## config.mk

```make
export PLATFORM = sky130hd
export DESIGN_NAME = chassis_alarm_latch_monitor
export DESIGN_NICKNAME = d
export VERILOG_FILES = /design/src/hw/alarm_pkg.sv /design/src/hw/chassis_alarm_latch_monitor.sv
export VERILOG_INCLUDE_DIRS = /design/src /design/src/hw
export SDC_FILE = /design/constraint.sdc
export NUM_CORES = 2
export LEC_CHECK = 0
export CORE_ASPECT_RATIO = 1.25
export CORE_MARGIN = 2
export CORE_UTILIZATION = 55
export DETAILED_ROUTE_END_ITERATION = 10
export DONT_BUFFER_PORTS = 1
export PLACE_DENSITY = 0.7
export REMOVE_ABC_BUFFERS = 1
export SYNTH_ARGS = -nofsm -noshare
export SYNTH_HDL_FRONTEND = slang
export SYNTH_SLANG_ARGS = --single-unit
```

## constraint.sdc

```tcl
create_clock -name clock -period 15.4 [get_ports clock]
set_clock_uncertainty 0.2 [all_clocks]
set_input_delay 2.31 -clock clock [delete_from_list [all_inputs] [get_ports clock]]
set_output_delay 2.31 -clock clock [all_outputs]
set_load 0.005 [all_outputs]
```

## src/hw/alarm_map.svh

```systemverilog
// Offsets, field positions, defaults and counts for the chassis alarm block
`ifndef ALARM_MAP_SVH
`define ALARM_MAP_SVH

// Register offsets (byte addresses, one 32-bit word each)
`define REG_FAN_MIN 8'h00
`define REG_TEMP_MAX 8'h04
`define REG_R33_HI 8'h08
`define REG_R33_LO 8'h0c
`define REG_R5_HI 8'h10
`define REG_R5_LO 8'h14
`define REG_R12_HI 8'h18
`define REG_R12_LO 8'h1c
`define REG_RN12_HI 8'h20
`define REG_RN12_LO 8'h24
`define REG_SB_HI 8'h28
`define REG_SB_LO 8'h2c
`define REG_LATCH 8'h30
`define REG_CLEAR 8'h34
`define REG_CONTROL 8'h38
`define REG_ENABLE_BASE 8'h40
`define REG_OCCURRED_BASE 8'h50

// Control register fields
`define CTL_GLOBAL_CLEAR 0
`define CTL_CHASSIS_RESET 1

// Channel indices
`define CH_FAN 0
`define CH_TEMP 1
`define CH_R33 2
`define CH_R5 3
`define CH_R12 4
`define CH_RN12 5
`define CH_SB 6
`define CH_REFCLK 7

// Sizes
`define NUM_FANS 4
`define NUM_TEMPS 8
`define NUM_TEMPS_SMALL 5
`define NUM_CONSUMERS 4

// Defaults: RPM, degrees C, rail limits in millivolts (signed)
`define FAN_MIN_DEF 16'd1200
`define FAN_MIN_DEF_SMALL 16'd900
`define FAN_MIN_LO 16'd1
`define FAN_MIN_HI 16'd10000
`define TEMP_MAX_DEF 16'd70
`define TEMP_MAX_LO 16'd1
`define TEMP_MAX_HI 16'd70
`define R33_NOM 16'sd3300
`define R33_HI_DEF 16'sd3630
`define R33_LO_DEF 16'sd2970
`define R5_NOM 16'sd5000
`define R5_HI_DEF 16'sd5250
`define R5_LO_DEF 16'sd4750
`define R12_NOM 16'sd12000
`define R12_HI_DEF 16'sd12600
`define R12_LO_DEF 16'sd11400
`define RN12_NOM -16'sd12000
`define RN12_HI_DEF -16'sd11400
`define RN12_LO_DEF -16'sd12600
`define SB_NOM 16'sd5000
`define SB_HI_DEF 16'sd5250
`define SB_LO_DEF 16'sd4750

`endif

```

## src/hw/alarm_pkg.sv

```systemverilog
// Types shared by the chassis alarm block
package alarm_pkg;
   typedef logic [15:0] word16_t;
   typedef logic signed [15:0] mv_t;
   typedef logic [7:0] chan_mask_t;
endpackage

```

## src/hw/chassis_alarm_latch_monitor.sv

```systemverilog
// Chassis alarm latches, shared thresholds and per-consumer indications
// Summary of operation
// - Eight channels: fan, temperature, four main rails, standby rail, ref clock.
// - Each channel has one latch, set while its condition is violated.
// - Fan violation when any fan reads below the minimum speed.
// - Rail violation when voltage lies outside its lower/upper window.
// - Latches have no reset value; a present violation reads set at once.
// - Per-channel clear resets only that channel's latch.
// - Global clear resets all eight latches together.
// - Set overrides clear; a standing violation re-sets the latch.
// - Occurred is latch AND that consumer's enable.
// - Dropping enable forces occurred false, latch untouched.
// - Threshold writes never clear a set latch.
// - One shared threshold store; the last write from anyone wins.
// - Each consumer has own enables and indications over shared latches.
// - Thresholds return to defaults on every power cycle.
// - Fan minimum defaults 1200 or 900 RPM, settable 1 to 10000.
// - Temperature maximum defaults 70 C, settable 1 to 70.
// - Rail limits default to the tabulated upper and lower values.
// - Rail limits settable 0.01% to 20% beyond nominal.
// - Eight temperature sensors, five on small chassis; any one over trips.
// - Host chassis reset restores all default thresholds.
//
// Added by the designer: the register offsets and strobed register access.
`include "alarm_map.svh"
module chassis_alarm_latch_monitor
   import alarm_pkg::*;
(
   // Clock and power-cycle reset
   input wire logic clock,
   input wire logic reset,
   // Variant strap: small chassis
   input wire logic small_chassis,
   // Sensors, asynchronous to clock
   input wire logic [`NUM_FANS*16-1:0] fan_rpm,
   input wire logic [`NUM_TEMPS*16-1:0] temp_c,
   input wire logic [15:0] rail_33_mv,
   input wire logic [15:0] rail_5_mv,
   input wire logic [15:0] rail_12_mv,
   input wire logic [15:0] rail_n12_mv,
   input wire logic [15:0] standby_rail_mv,
   input wire logic ref_source_sel,
   // Register port
   input wire logic [7:0] reg_addr,
   input wire logic [31:0] reg_wdata,
   input wire logic reg_write,
   input wire logic reg_read,
   output logic [31:0] reg_rdata,
   // Alarm status
   output logic [7:0] alarm_latch,
   output logic [`NUM_CONSUMERS*8-1:0] alarm_occurred
);

   // Sensor synchronisers; multi-bit words are slow-moving readings
   logic [`NUM_FANS*16-1:0] fan_s1_q, fan_s2_q;
   logic [`NUM_TEMPS*16-1:0] temp_s1_q, temp_s2_q;
   logic [79:0] rail_s1_q, rail_s2_q;
   logic ref_s1_q, ref_s2_q, ref_s3_q;

   always_ff @(posedge clock) begin
      fan_s1_q <= fan_rpm;
      fan_s2_q <= fan_s1_q;
      temp_s1_q <= temp_c;
      temp_s2_q <= temp_s1_q;
      rail_s1_q <= {standby_rail_mv, rail_n12_mv, rail_12_mv, rail_5_mv,
                    rail_33_mv};
      rail_s2_q <= rail_s1_q;
      ref_s1_q <= ref_source_sel;
      ref_s2_q <= ref_s1_q;
      ref_s3_q <= ref_s2_q;
   end

   // Strap caught on the first edge after reset release
   logic small_q, strap_done_q;
   always_ff @(posedge clock or posedge reset) begin
      if (reset) begin
         small_q <= 1'b0;
         strap_done_q <= 1'b0;
      end else if (!strap_done_q) begin
         small_q <= small_chassis;
         strap_done_q <= 1'b1;
      end
   end

   // Threshold store
   word16_t fan_min_q, temp_max_q;
   mv_t hi_q [5];
   mv_t lo_q [5];
   logic [`NUM_CONSUMERS*8-1:0] enable_q;
   logic global_clear, chassis_reset;
   chan_mask_t chan_clear;

   function automatic logic in_u(input word16_t v, input word16_t lo,
                                 input word16_t hi);
      in_u = (v >= lo) && (v <= hi);
   endfunction

   // Limit window: nom+0.01% .. nom+20% (or below), magnitude based
   function automatic logic rail_ok(input mv_t v, input mv_t nom,
                                    input logic upper);
      logic signed [31:0] a, n, lo, hi;
      a = (v < 0) ? -32'(v) : 32'(v);
      n = (nom < 0) ? -32'(nom) : 32'(nom);
      if (upper ^ (nom < 0)) begin
         lo = n + (n + 32'sd9999) / 32'sd10000;
         hi = n + n / 32'sd5;
      end else begin
         lo = n - n / 32'sd5;
         hi = n - (n + 32'sd9999) / 32'sd10000;
      end
      rail_ok = ((v < 0) == (nom < 0)) && (a >= lo) && (a <= hi);
   endfunction

   function automatic mv_t nom_of(input int i);
      case (i)
         0: nom_of = `R33_NOM;
         1: nom_of = `R5_NOM;
         2: nom_of = `R12_NOM;
         3: nom_of = `RN12_NOM;
         default: nom_of = `SB_NOM;
      endcase
   endfunction

   function automatic logic [7:0] hi_off(input int i);
      hi_off = 8'(`REG_R33_HI + 8 * i);
   endfunction

   assign chassis_reset = reg_write && (reg_addr == `REG_CONTROL) &&
                          reg_wdata[`CTL_CHASSIS_RESET];

   // Power cycle and host chassis reset both restore defaults
   always_ff @(posedge clock or posedge reset) begin
      if (reset) begin
         fan_min_q <= `FAN_MIN_DEF;
         temp_max_q <= `TEMP_MAX_DEF;
         hi_q[0] <= `R33_HI_DEF;
         lo_q[0] <= `R33_LO_DEF;
         hi_q[1] <= `R5_HI_DEF;
         lo_q[1] <= `R5_LO_DEF;
         hi_q[2] <= `R12_HI_DEF;
         lo_q[2] <= `R12_LO_DEF;
         hi_q[3] <= `RN12_HI_DEF;
         lo_q[3] <= `RN12_LO_DEF;
         hi_q[4] <= `SB_HI_DEF;
         lo_q[4] <= `SB_LO_DEF;
      end else if (chassis_reset || (!strap_done_q)) begin
         fan_min_q <= (strap_done_q ? small_q : small_chassis) ?
                      `FAN_MIN_DEF_SMALL : `FAN_MIN_DEF;
         temp_max_q <= `TEMP_MAX_DEF;
         hi_q[0] <= `R33_HI_DEF;
         lo_q[0] <= `R33_LO_DEF;
         hi_q[1] <= `R5_HI_DEF;
         lo_q[1] <= `R5_LO_DEF;
         hi_q[2] <= `R12_HI_DEF;
         lo_q[2] <= `R12_LO_DEF;
         hi_q[3] <= `RN12_HI_DEF;
         lo_q[3] <= `RN12_LO_DEF;
         hi_q[4] <= `SB_HI_DEF;
         lo_q[4] <= `SB_LO_DEF;
      end else if (reg_write) begin
         // Out-of-range writes are ignored, keeping the old value
         if (reg_addr == `REG_FAN_MIN) begin
            if (in_u(reg_wdata[15:0], `FAN_MIN_LO, `FAN_MIN_HI))
               fan_min_q <= reg_wdata[15:0];
         end else if (reg_addr == `REG_TEMP_MAX) begin
            if (in_u(reg_wdata[15:0], `TEMP_MAX_LO, `TEMP_MAX_HI))
               temp_max_q <= reg_wdata[15:0];
         end else begin
            for (int i = 0; i < 5; i++) begin
               if (reg_addr == hi_off(i) &&
                   rail_ok(mv_t'(reg_wdata[15:0]), nom_of(i), 1'b1))
                  hi_q[i] <= mv_t'(reg_wdata[15:0]);
               if (reg_addr == 8'(hi_off(i) + 8'h04) &&
                   rail_ok(mv_t'(reg_wdata[15:0]), nom_of(i), 1'b0))
                  lo_q[i] <= mv_t'(reg_wdata[15:0]);
            end
         end
      end
   end

   // Per-consumer enables
   always_ff @(posedge clock or posedge reset) begin
      if (reset) begin
         enable_q <= '0;
      end else if (reg_write) begin
         for (int c = 0; c < `NUM_CONSUMERS; c++) begin
            if (reg_addr == 8'(`REG_ENABLE_BASE + 4 * c))
               enable_q[c*8 +: 8] <= reg_wdata[7:0];
         end
      end
   end

   // Violation conditions
   chan_mask_t violate;
   always_comb begin
      violate = '0;
      for (int f = 0; f < `NUM_FANS; f++) begin
         if (fan_s2_q[f*16 +: 16] < fan_min_q)
            violate[`CH_FAN] = 1'b1;
      end
      for (int t = 0; t < `NUM_TEMPS; t++) begin
         if ((t < `NUM_TEMPS_SMALL || !small_q) &&
             temp_s2_q[t*16 +: 16] > temp_max_q)
            violate[`CH_TEMP] = 1'b1;
      end
      for (int r = 0; r < 5; r++) begin
         if (mv_t'(rail_s2_q[r*16 +: 16]) < lo_q[r] ||
             mv_t'(rail_s2_q[r*16 +: 16]) > hi_q[r])
            violate[`CH_R33 + r] = 1'b1;
      end
      violate[`CH_REFCLK] = ref_s2_q ^ ref_s3_q;
   end

   // Clear requests
   assign global_clear = reg_write && (reg_addr == `REG_CONTROL) &&
                         reg_wdata[`CTL_GLOBAL_CLEAR];
   assign chan_clear = (reg_write && (reg_addr == `REG_CLEAR)) ?
                       reg_wdata[7:0] : 8'h00;

   // Alarm latches: no reset term, so power-on value follows the set input
   chan_mask_t latch_q;
   always_ff @(posedge clock) begin
      for (int k = 0; k < 8; k++) begin
         if (violate[k])
            latch_q[k] <= 1'b1;
         else if (global_clear || chan_clear[k])
            latch_q[k] <= 1'b0;
         // Threshold writes have no path here
      end
   end
   // Seen without the register stage so a standing violation reads set
   assign alarm_latch = latch_q | violate;

   always_comb begin
      for (int c = 0; c < `NUM_CONSUMERS; c++)
         alarm_occurred[c*8 +: 8] = alarm_latch & enable_q[c*8 +: 8];
   end

   // Read data, one cycle after the strobe
   always_ff @(posedge clock or posedge reset) begin
      if (reset) begin
         reg_rdata <= '0;
      end else if (reg_read) begin
         reg_rdata <= '0;
         if (reg_addr == `REG_FAN_MIN)
            reg_rdata <= {16'h0000, fan_min_q};
         else if (reg_addr == `REG_TEMP_MAX)
            reg_rdata <= {16'h0000, temp_max_q};
         else if (reg_addr == `REG_LATCH)
            reg_rdata <= {24'h000000, alarm_latch};
         else if (reg_addr == `REG_CONTROL)
            reg_rdata <= {31'h00000000, small_q};
         else begin
            for (int i = 0; i < 5; i++) begin
               if (reg_addr == hi_off(i))
                  reg_rdata <= {{16{hi_q[i][15]}}, hi_q[i]};
               if (reg_addr == 8'(hi_off(i) + 8'h04))
                  reg_rdata <= {{16{lo_q[i][15]}}, lo_q[i]};
            end
            for (int c = 0; c < `NUM_CONSUMERS; c++) begin
               if (reg_addr == 8'(`REG_ENABLE_BASE + 4 * c))
                  reg_rdata <= {24'h000000, enable_q[c*8 +: 8]};
               if (reg_addr == 8'(`REG_OCCURRED_BASE + 4 * c))
                  reg_rdata <= {24'h000000, alarm_occurred[c*8 +: 8]};
            end
         end
      end else begin
         reg_rdata <= '0;
      end
   end

endmodule

```

; ---- Yosys cells after proc, flatten, opt, wreduce, memory -nomap -nowiden
; Cells that the tools add are included.
[word_totals]
elab_cells = 403
reg_bits = 813
output_inout_bits = 72
in_bits = 318
[classes]
bitwise_logic = 6
muxes = 171
reduce_logical = 83
div = 8
eq_ne = 28
n_lt_le_gt_ge = 46
n_addsub = 25
[ops]
columns = operator, n
row1 = 2-to-1 mux 32 bit, 108
row2 = 2-to-1 mux 80 bit, 8
row3 = 2-to-1 mux 16 bit, 35
row4 = adder 32 bit, 8
row5 = >= comparator 32 bit, 8
row6 = less-or-equal comparator 32 bit, 8
row7 = subtractor 32 bit, 8
row8 = greater-than comparator 16 bit, 13
row9 = negation 16 -> 32 bit, 5
row10 = less-than comparator 16 bit, 9
row11 = adder 32 x 15 -> 32 bit (second input constant), 4
row12 = divider 32 x 15 -> 32 bit (second input constant), 4
row13 = divider 32 x 4 -> 32 bit (second input constant), 4
row14 = less-than comparator 16 x 1 -> 1 bit (second input constant), 5
row15 = == test 8 x 7 -> 1 bit (second input constant), 8
row16 = == test 8 x 6 -> 1 bit (second input constant), 7
row17 = AND reduction 4 bit, 11
row18 = logical AND 1 bit, 35
row19 = bitwise AND 8 bit, 4
row20 = == test 8 x 5 -> 1 bit (second input constant), 4
row21 = nonzero test 2 bit, 15
row22 = 2-to-1 mux 1 bit, 18
row23 = == test 8 x 4 -> 1 bit (second input constant), 2
row24 = >= comparator 16 x 1 -> 1 bit (second input constant), 1
row25 = 14 further kinds, 35

; ---- Longest topological paths before layout
[logic_depth]
word_depth = 24
ltp_mapped = 14

; ---- Least setup slack after synthesis
; No wires, ideal clock.
[synth_path]
kind = in2reg
from = input port reg_wdata[1]
to = register hi_q[32] in the netlist's numbering
arrival_ns = 5.603
setup_time_ns = 0.132
stages = 14
setup_slack_ns = 9.465
cell_sequence = clkbuf_1 inv_1 ha_1 or3b_1 buf_6 or4_1 a211oi_1 o22ai_1 or4_4 a211o_1 buf_6 buf_8 mux2i_1 nor2_1
[synth_via]
elab_chain_len = 8
word_cells_on_any_way = 17
cone_classes = add/sub (1) / order compare (3) / eq/ne (3) / mux (2) / reduce/logical (8)
[synth_lines]
columns = item, line_no
row1 = "start, declared", chassis_alarm_latch_monitor.sv:45  ; input wire logic [31:0] reg_wdata,
row2 = negation 16 -> 32 bit or less-than comparator 16 x 1 -> 1 bit (tied branches), "chassis_alarm_latch_monitor.sv:102, chassis_alarm_latch_monitor.sv:111"
row3 = 2-to-1 mux 32 bit, chassis_alarm_latch_monitor.sv:102  ; a = (v < 0) ? -32'(v) : 32'(v);
row4 = >= comparator 32 bit, chassis_alarm_latch_monitor.sv:111  ; rail_ok = ((v < 0) == (nom < 0)) && (a >= lo) && (a <= hi);
row5 = logical AND 1 bit (2 in series), chassis_alarm_latch_monitor.sv:111
row6 = logical AND 1 bit, chassis_alarm_latch_monitor.sv:170  ; if (reg_addr == hi_off(i) &&
row7 = nonzero test 2 bit (no source line), --
row8 = AND reduction 4 bit (no source line), --
row9 = "end signal, assigned by index", chassis_alarm_latch_monitor.sv:172  ; hi_q[i] <= mv_t'(reg_wdata[15:0]);
row10 = "end, declared", chassis_alarm_latch_monitor.sv:87  ; mv_t hi_q [5];
; Several ways; a longest one is shown, not always the timed one.
; A chain may end at the register's enable or synchronous reset.

; ---- Final worst setup path
[layout_path]
from = register temp_max_q[14]
to = output port alarm_occurred[9]
[layout_via]
elab_chain_len = 11
word_cells_on_any_way = 21
cone_classes = order compare (8) / mux (8) / bitwise (2) / reduce/logical (3)
[layout_lines]
columns = item, line_no
row1 = "start, declared", chassis_alarm_latch_monitor.sv:86  ; word16_t fan_min_q, temp_max_q;
row2 = "start signal, assigned", chassis_alarm_latch_monitor.sv:135  ; temp_max_q <= `TEMP_MAX_DEF;
row3 = "start signal, assigned", chassis_alarm_latch_monitor.sv:149  ; temp_max_q <= `TEMP_MAX_DEF;
row4 = "start signal, assigned", chassis_alarm_latch_monitor.sv:167  ; temp_max_q <= reg_wdata[15:0];
row5 = greater-than comparator 16 bit, chassis_alarm_latch_monitor.sv:203  ; temp_s2_q[t*16 +: 16] > temp_max_q)
row6 = 2-to-1 mux 1 bit (7 in series), chassis_alarm_latch_monitor.sv:202  ; if ((t < `NUM_TEMPS_SMALL || !small_q) &&
row7 = 2-to-1 mux 1 bit (*), chassis_alarm_latch_monitor.sv:202
row8 = bitwise OR 8 bit (*), chassis_alarm_latch_monitor.sv:232  ; assign alarm_latch = latch_q | violate;
row9 = net alarm_latch[1], chassis_alarm_latch_monitor.sv:50  ; output logic [7:0] alarm_latch,
row10 = bitwise AND 8 bit (*), chassis_alarm_latch_monitor.sv:236  ; alarm_occurred[c*8 +: 8] = alarm_latch & enable_q[c*8 +: 8];
row11 = "end, declared", chassis_alarm_latch_monitor.sv:51  ; output logic [`NUM_CONSUMERS*8-1:0] alarm_occurred
; Mark *: on every way through the listed nets, which the timed path passes. The rest lies on a longest branch.

==> reports/results.txt <==
The flow ran to the end, but the final reports show violations. The checks that failed: design-rule violations. The total number of clock tree sinks is 798, and the switching power summed over all nets is 0.00100 W. The synthesized design contains 0 enable-type register cells. After clock tree synthesis, the clock-pin slew on the worst setup and hold paths is 0.07 ns. Capturing element type of the critical path: an output port. The run gives 0.986 as the final weighted congestion in routability-driven placement.

The tools report the origin of the worst min-delay path as temp_s1_q[93]$_DFF_P_. The H-tree was split into 3 levels. The placed wire-length estimate after detailed placement was 76900 µm; the number of synthesized register bits was 798. The kind of cell with the highest combined delay along the critical path is simple AND/OR/NAND/NOR gates. Among all flip-flop cells after synthesis, the most frequent one is dfxtp_1. The filler cell count was 4779. The max-slew violation count came out at 0. In this run the cell area measured after placement is 0.0331 mm². For the number of library cell types mapped by synthesis, the log shows 92.

The initial standard-cell utilization of the core is 55.7%, and the post-synthesis cell count is 3014. Traced cell by cell, the critical path runs through inv_1 -> ha_1 -> nand4_1 -> nor2_1 -> nand4_1 -> o311ai_0 -> nand4_1 -> or4_1 -> and2_1. At the worst endpoint, the arrival time is 4.51 ns. The run gives 9 as the count of TritonRoute iterations in the first routing pass.

In the final layout, flip-flops and latches occupy 0.0173 mm². The maximum clock rate was 142 MHz; the post-route standard cell area excluding fillers was 0.0357 mm². The library cell used most frequently in the layout, excluding fill and tap cells, is dfxtp_1. The detailed router's first-iteration violation count was 2121. The type of the setup path with the least slack was register to output port.

The total area inside the core boundary comes to 0.0585 mm². Combinational share of power: 5.2%. Summed over all layers, the global routing overflow is 0. Die height: 276 µm.

In this run the post-CTS setup repair buffer count came out at 0. The largest single stage delay on the critical path is 0.90 ns. Max-cap violations in this run came to 0. Averaged over all synthesized cells, the footprint is 10.8 µm². Summing internal, switching and leakage power gives 0.00432 W. For this design the top-level I/O count stands at 390. In this run, flip-flops and latches consume 51.0% of the power. In this run the worst path has a maximum fanout of 9. STA classifies the critical path startpoint as a register. The number of cell instances on the worst register-to-register path was 9.

The floorplan step defined a die boundary enclosing 0.0612 mm². Summing the sequential cell areas from Yosys gives 53.0% of the chip area. The run gives 15 as the number of antenna violations at the first check in global routing. Dividing the detail-routed wire length by the instance count gives 27.5 µm. The final non-filler cell total came out at 3805. In this run, post-CTS repair resized a total of 0 instances.

The classification of the worst-slack hold path is register to register. Net switching is 23.2% of the power. The first global-routing pass estimated 153000 µm of wire. In the final timing run, aggregate negative setup slack is 0 ns.

The number of buffers and inverters on the critical path was 1. Counting stages on the worst path, the most repeated cell is nand4_1. Of the total power, the clock network draws 43.8%. The tools report the normalized max-slew margin as 11.1%.

The tools report the total wire length as 105000 µm. The logs give 16.2 nW for the total leakage power and 0 for the hold violation total from the final report. The power density of the placed cells was 121 mW/mm²; the post-synthesis async set-or-reset flop share was 30.5%.

In the layout the commonest cells are dfxtp_1 (555), ha_1 (345), inv_1 (232). For this block, the via count after detailed routing is 23668. For the post-detailed-route DRC marker count, the log shows 14. Of the cells placed in the final design, the portion with a size suffix greater than 1 is 9.21%. The end point of the worst hold path was temp_s2_q[93]$_DFF_P_. The vias per cell is 6.22, and the post-detailed-route count of antenna-violating nets is 0. The tools report the startpoint of the most critical register-to-register path as temp_max_q[14]$_DFFE_PP0P_.

For the number of buffers created by CTS, the log shows 75. The latest clock arrival within the worst-skew pair is 0.64 ns. Yosys printed 0 warnings. Counting instances, the worst hold path has a depth of 0.

The fraction of the core area covered by cells at the end of the flow is 61.1%. The number of nets at the end of the flow came out at 3642. Cell type of the slowest stage on the worst timing path: o311ai_0. The width of the die came out at 222 µm. The via count of the first global-routing pass was 24274; the cell area after technology mapping was 0.0326 mm². From synthesis to final layout, the design area changed by 9.62%. The tools report the number of placement rows as 99.

Clock tree buffer depth: 3. The post-layout minimum cycle time works out to 7.02 ns. Setup violations remaining at the end of the flow were counted as 0. The number of I/O port buffers was 0; the global routing usage summed across all routing layers was 33.7%. The worst path uses 45.6% of the clock period. Cell internal power was estimated by the tool at 0.00332 W. The multi-input logic area is 0.0139 mm², and the largest net degree at the start of global routing is 112.

Setup repair after global routing left no endpoint under its margin. In this run, placement finished with an instance count of 3659. The worst register-to-register path ends at reg_rdata[1]$_DFF_PP0_. TritonCTS built the clock tree. The peak supply drop is 131 µV. Counting buffers and inverters, the worst setup path is 9 cells deep. Setup slack on the worst reg-to-reg path comes out at 11.20 ns.

The hold buffer count at cts is 0. For the data required time at the worst endpoint, the log shows 12.89 ns. At the pin with the least slew margin, the transition time is 1.33 ns. Clock tree synthesis selected as its root buffer the cell clkbuf_16.
## cells by family (layout without fill, tap and decap cells)
logic type	count (synthesis)	count (layout)	synth area share [%]
compound gates	686	686	14.3
xor+xnor	17	17	0.480
fa+ha+maj	345	345	13.2
buf+inv	368	395	4.57
flops	798	798	53.0
mux	108	108	3.44
other cells	1	8	0.0115
simple gates	691	691	10.9
## through the flow
step / worst slack [ns] / hold WS (ns)
2_1_floorplan: 6.33 / 0.110
3_3_place_gp: 8.38 / 0.110
3_5_place_dp: 8.37 / 0.112
4_1_cts: 8.38 / 0.122
5_1_grt: 8.21 / 0.129
6_report: 8.38 / 0.119
## metal layers
| layer | global-route usage (%) | share of wire, % | vias up |
|---|---|---|---|
| li1 | - | - | 10741 |
| met1 | 38.6 | 37 | 11535 |
| met2 | 55.4 | 47 | 1056 |
| met3 | 8.33 | 8.4 | 326 |
| met4 | 23.4 | 7.7 | 10 |
| met5 | 0 | 0.062 | - |
## state kept, by name, indices dropped and copies added, names as in the netlist
name	count
fan_s2_q	64
strap_done_q	1
temp_max_q	16
enable_q	32
ref_s2_q	1
rail_s2_q	80
ref_s1_q	1
fan_s1_q	64
reg_rdata	17
ref_s3_q	1
latch_q	8
fan_min_q	16
temp_s2_q	128
lo_q	80
hi_q	80
small_q	1
rail_s1_q	80
temp_s1_q	128
## power by group through the flow
stage	Sequential (W)	Combinational [W]	Clock [W]
global route	0.00221	0.000254	0.00200
detailed placement	0.00224	0.000222	0
finish	0.00220	0.000227	0.00189
global placement	0.00224	0.000212	0
CTS	0.00220	0.000224	0.00192
floorplan	0.00222	0.000157	0
## synthesized netlist by cell type, types with 8 or more instances
master     count  area (µm²)
o21ai_0      133         666
nand3_1       71         355
a31oi_1       15        93.8
mux2_2        22         248
inv_1        233         875
nand2b_1      19         119
xor2_1         8        70.1
a221oi_1      17         149
nor2b_1       32         200
mux2i_1       85         851
dfstp_2       69        1810
dfxtp_1      555       11100
a21o_1        75         563
and3_1        35         219
a2111oi_0     14         123
a211oi_1      30         225
or2_2          8        50.1
buf_1          8        30.0
or4_1         13        97.6
buf_4         16         120
ha_1         345        4320
buf_2         12        60.1
clkbuf_1      94         353
nand2_1      172         646
nand4_1       55         344
xnor2_1        8        70.1
and4_1        16         140
a22oi_1       28         210
o21a_1        38         285
a222oi_1       8        80.1
o31ai_1       23         173
a21oi_1      147         736
and2_1        32         200
nor4_1        10        62.6
nor2_1       132         495
o2111ai_1     12         105
dfrtp_1      174        4350
o221ai_1      12         105
nor3_1        57         285
o211ai_1      38         285
or3_1          8        50.1
o22ai_1       19         119
## worst max-delay path by stage
stage / end / slack (ns) / startpoint
2_1_floorplan: enable_q[0]$_DFFE_PP0P_ / 6.33 / reset
3_3_place_gp: lo_q[47]$_DFFE_PP0P_ / 8.38 / reg_wdata[1]
3_5_place_dp: lo_q[44]$_DFFE_PP0P_ / 8.37 / reg_wdata[1]
4_1_cts: alarm_occurred[9] / 8.38 / temp_max_q[15]$_DFFE_PP0P_
5_1_grt: alarm_occurred[9] / 8.21 / temp_max_q[14]$_DFFE_PP0P_
6_report: alarm_occurred[9] / 8.38 / temp_max_q[14]$_DFFE_PP0P_
## worst reg2reg max path, delay by kind of cell, from the launching register on
family | cells | cell delay (ns)
and+or+nand+nor | 5 | 1.55
AOI/OAI and AO/OA | 2 | 1.23
buffers and inverters | 1 | 0.47
DFF | 1 | 0.37
adders and majority gates | 1 | 0.24
## area by class of cell
class / instances / area share [%]
sequential: 798 / 48.4
multi-input combinational: 1848 / 38.8
clock buffer: 104 / 6.05
tap: 757 / 2.65
inverter: 234 / 2.48
clock inverter: 35 / 1.14
timing repair buffer: 22 / 0.462
antenna: 7 / 0.0490
Power figures use the tool's default switching activity.
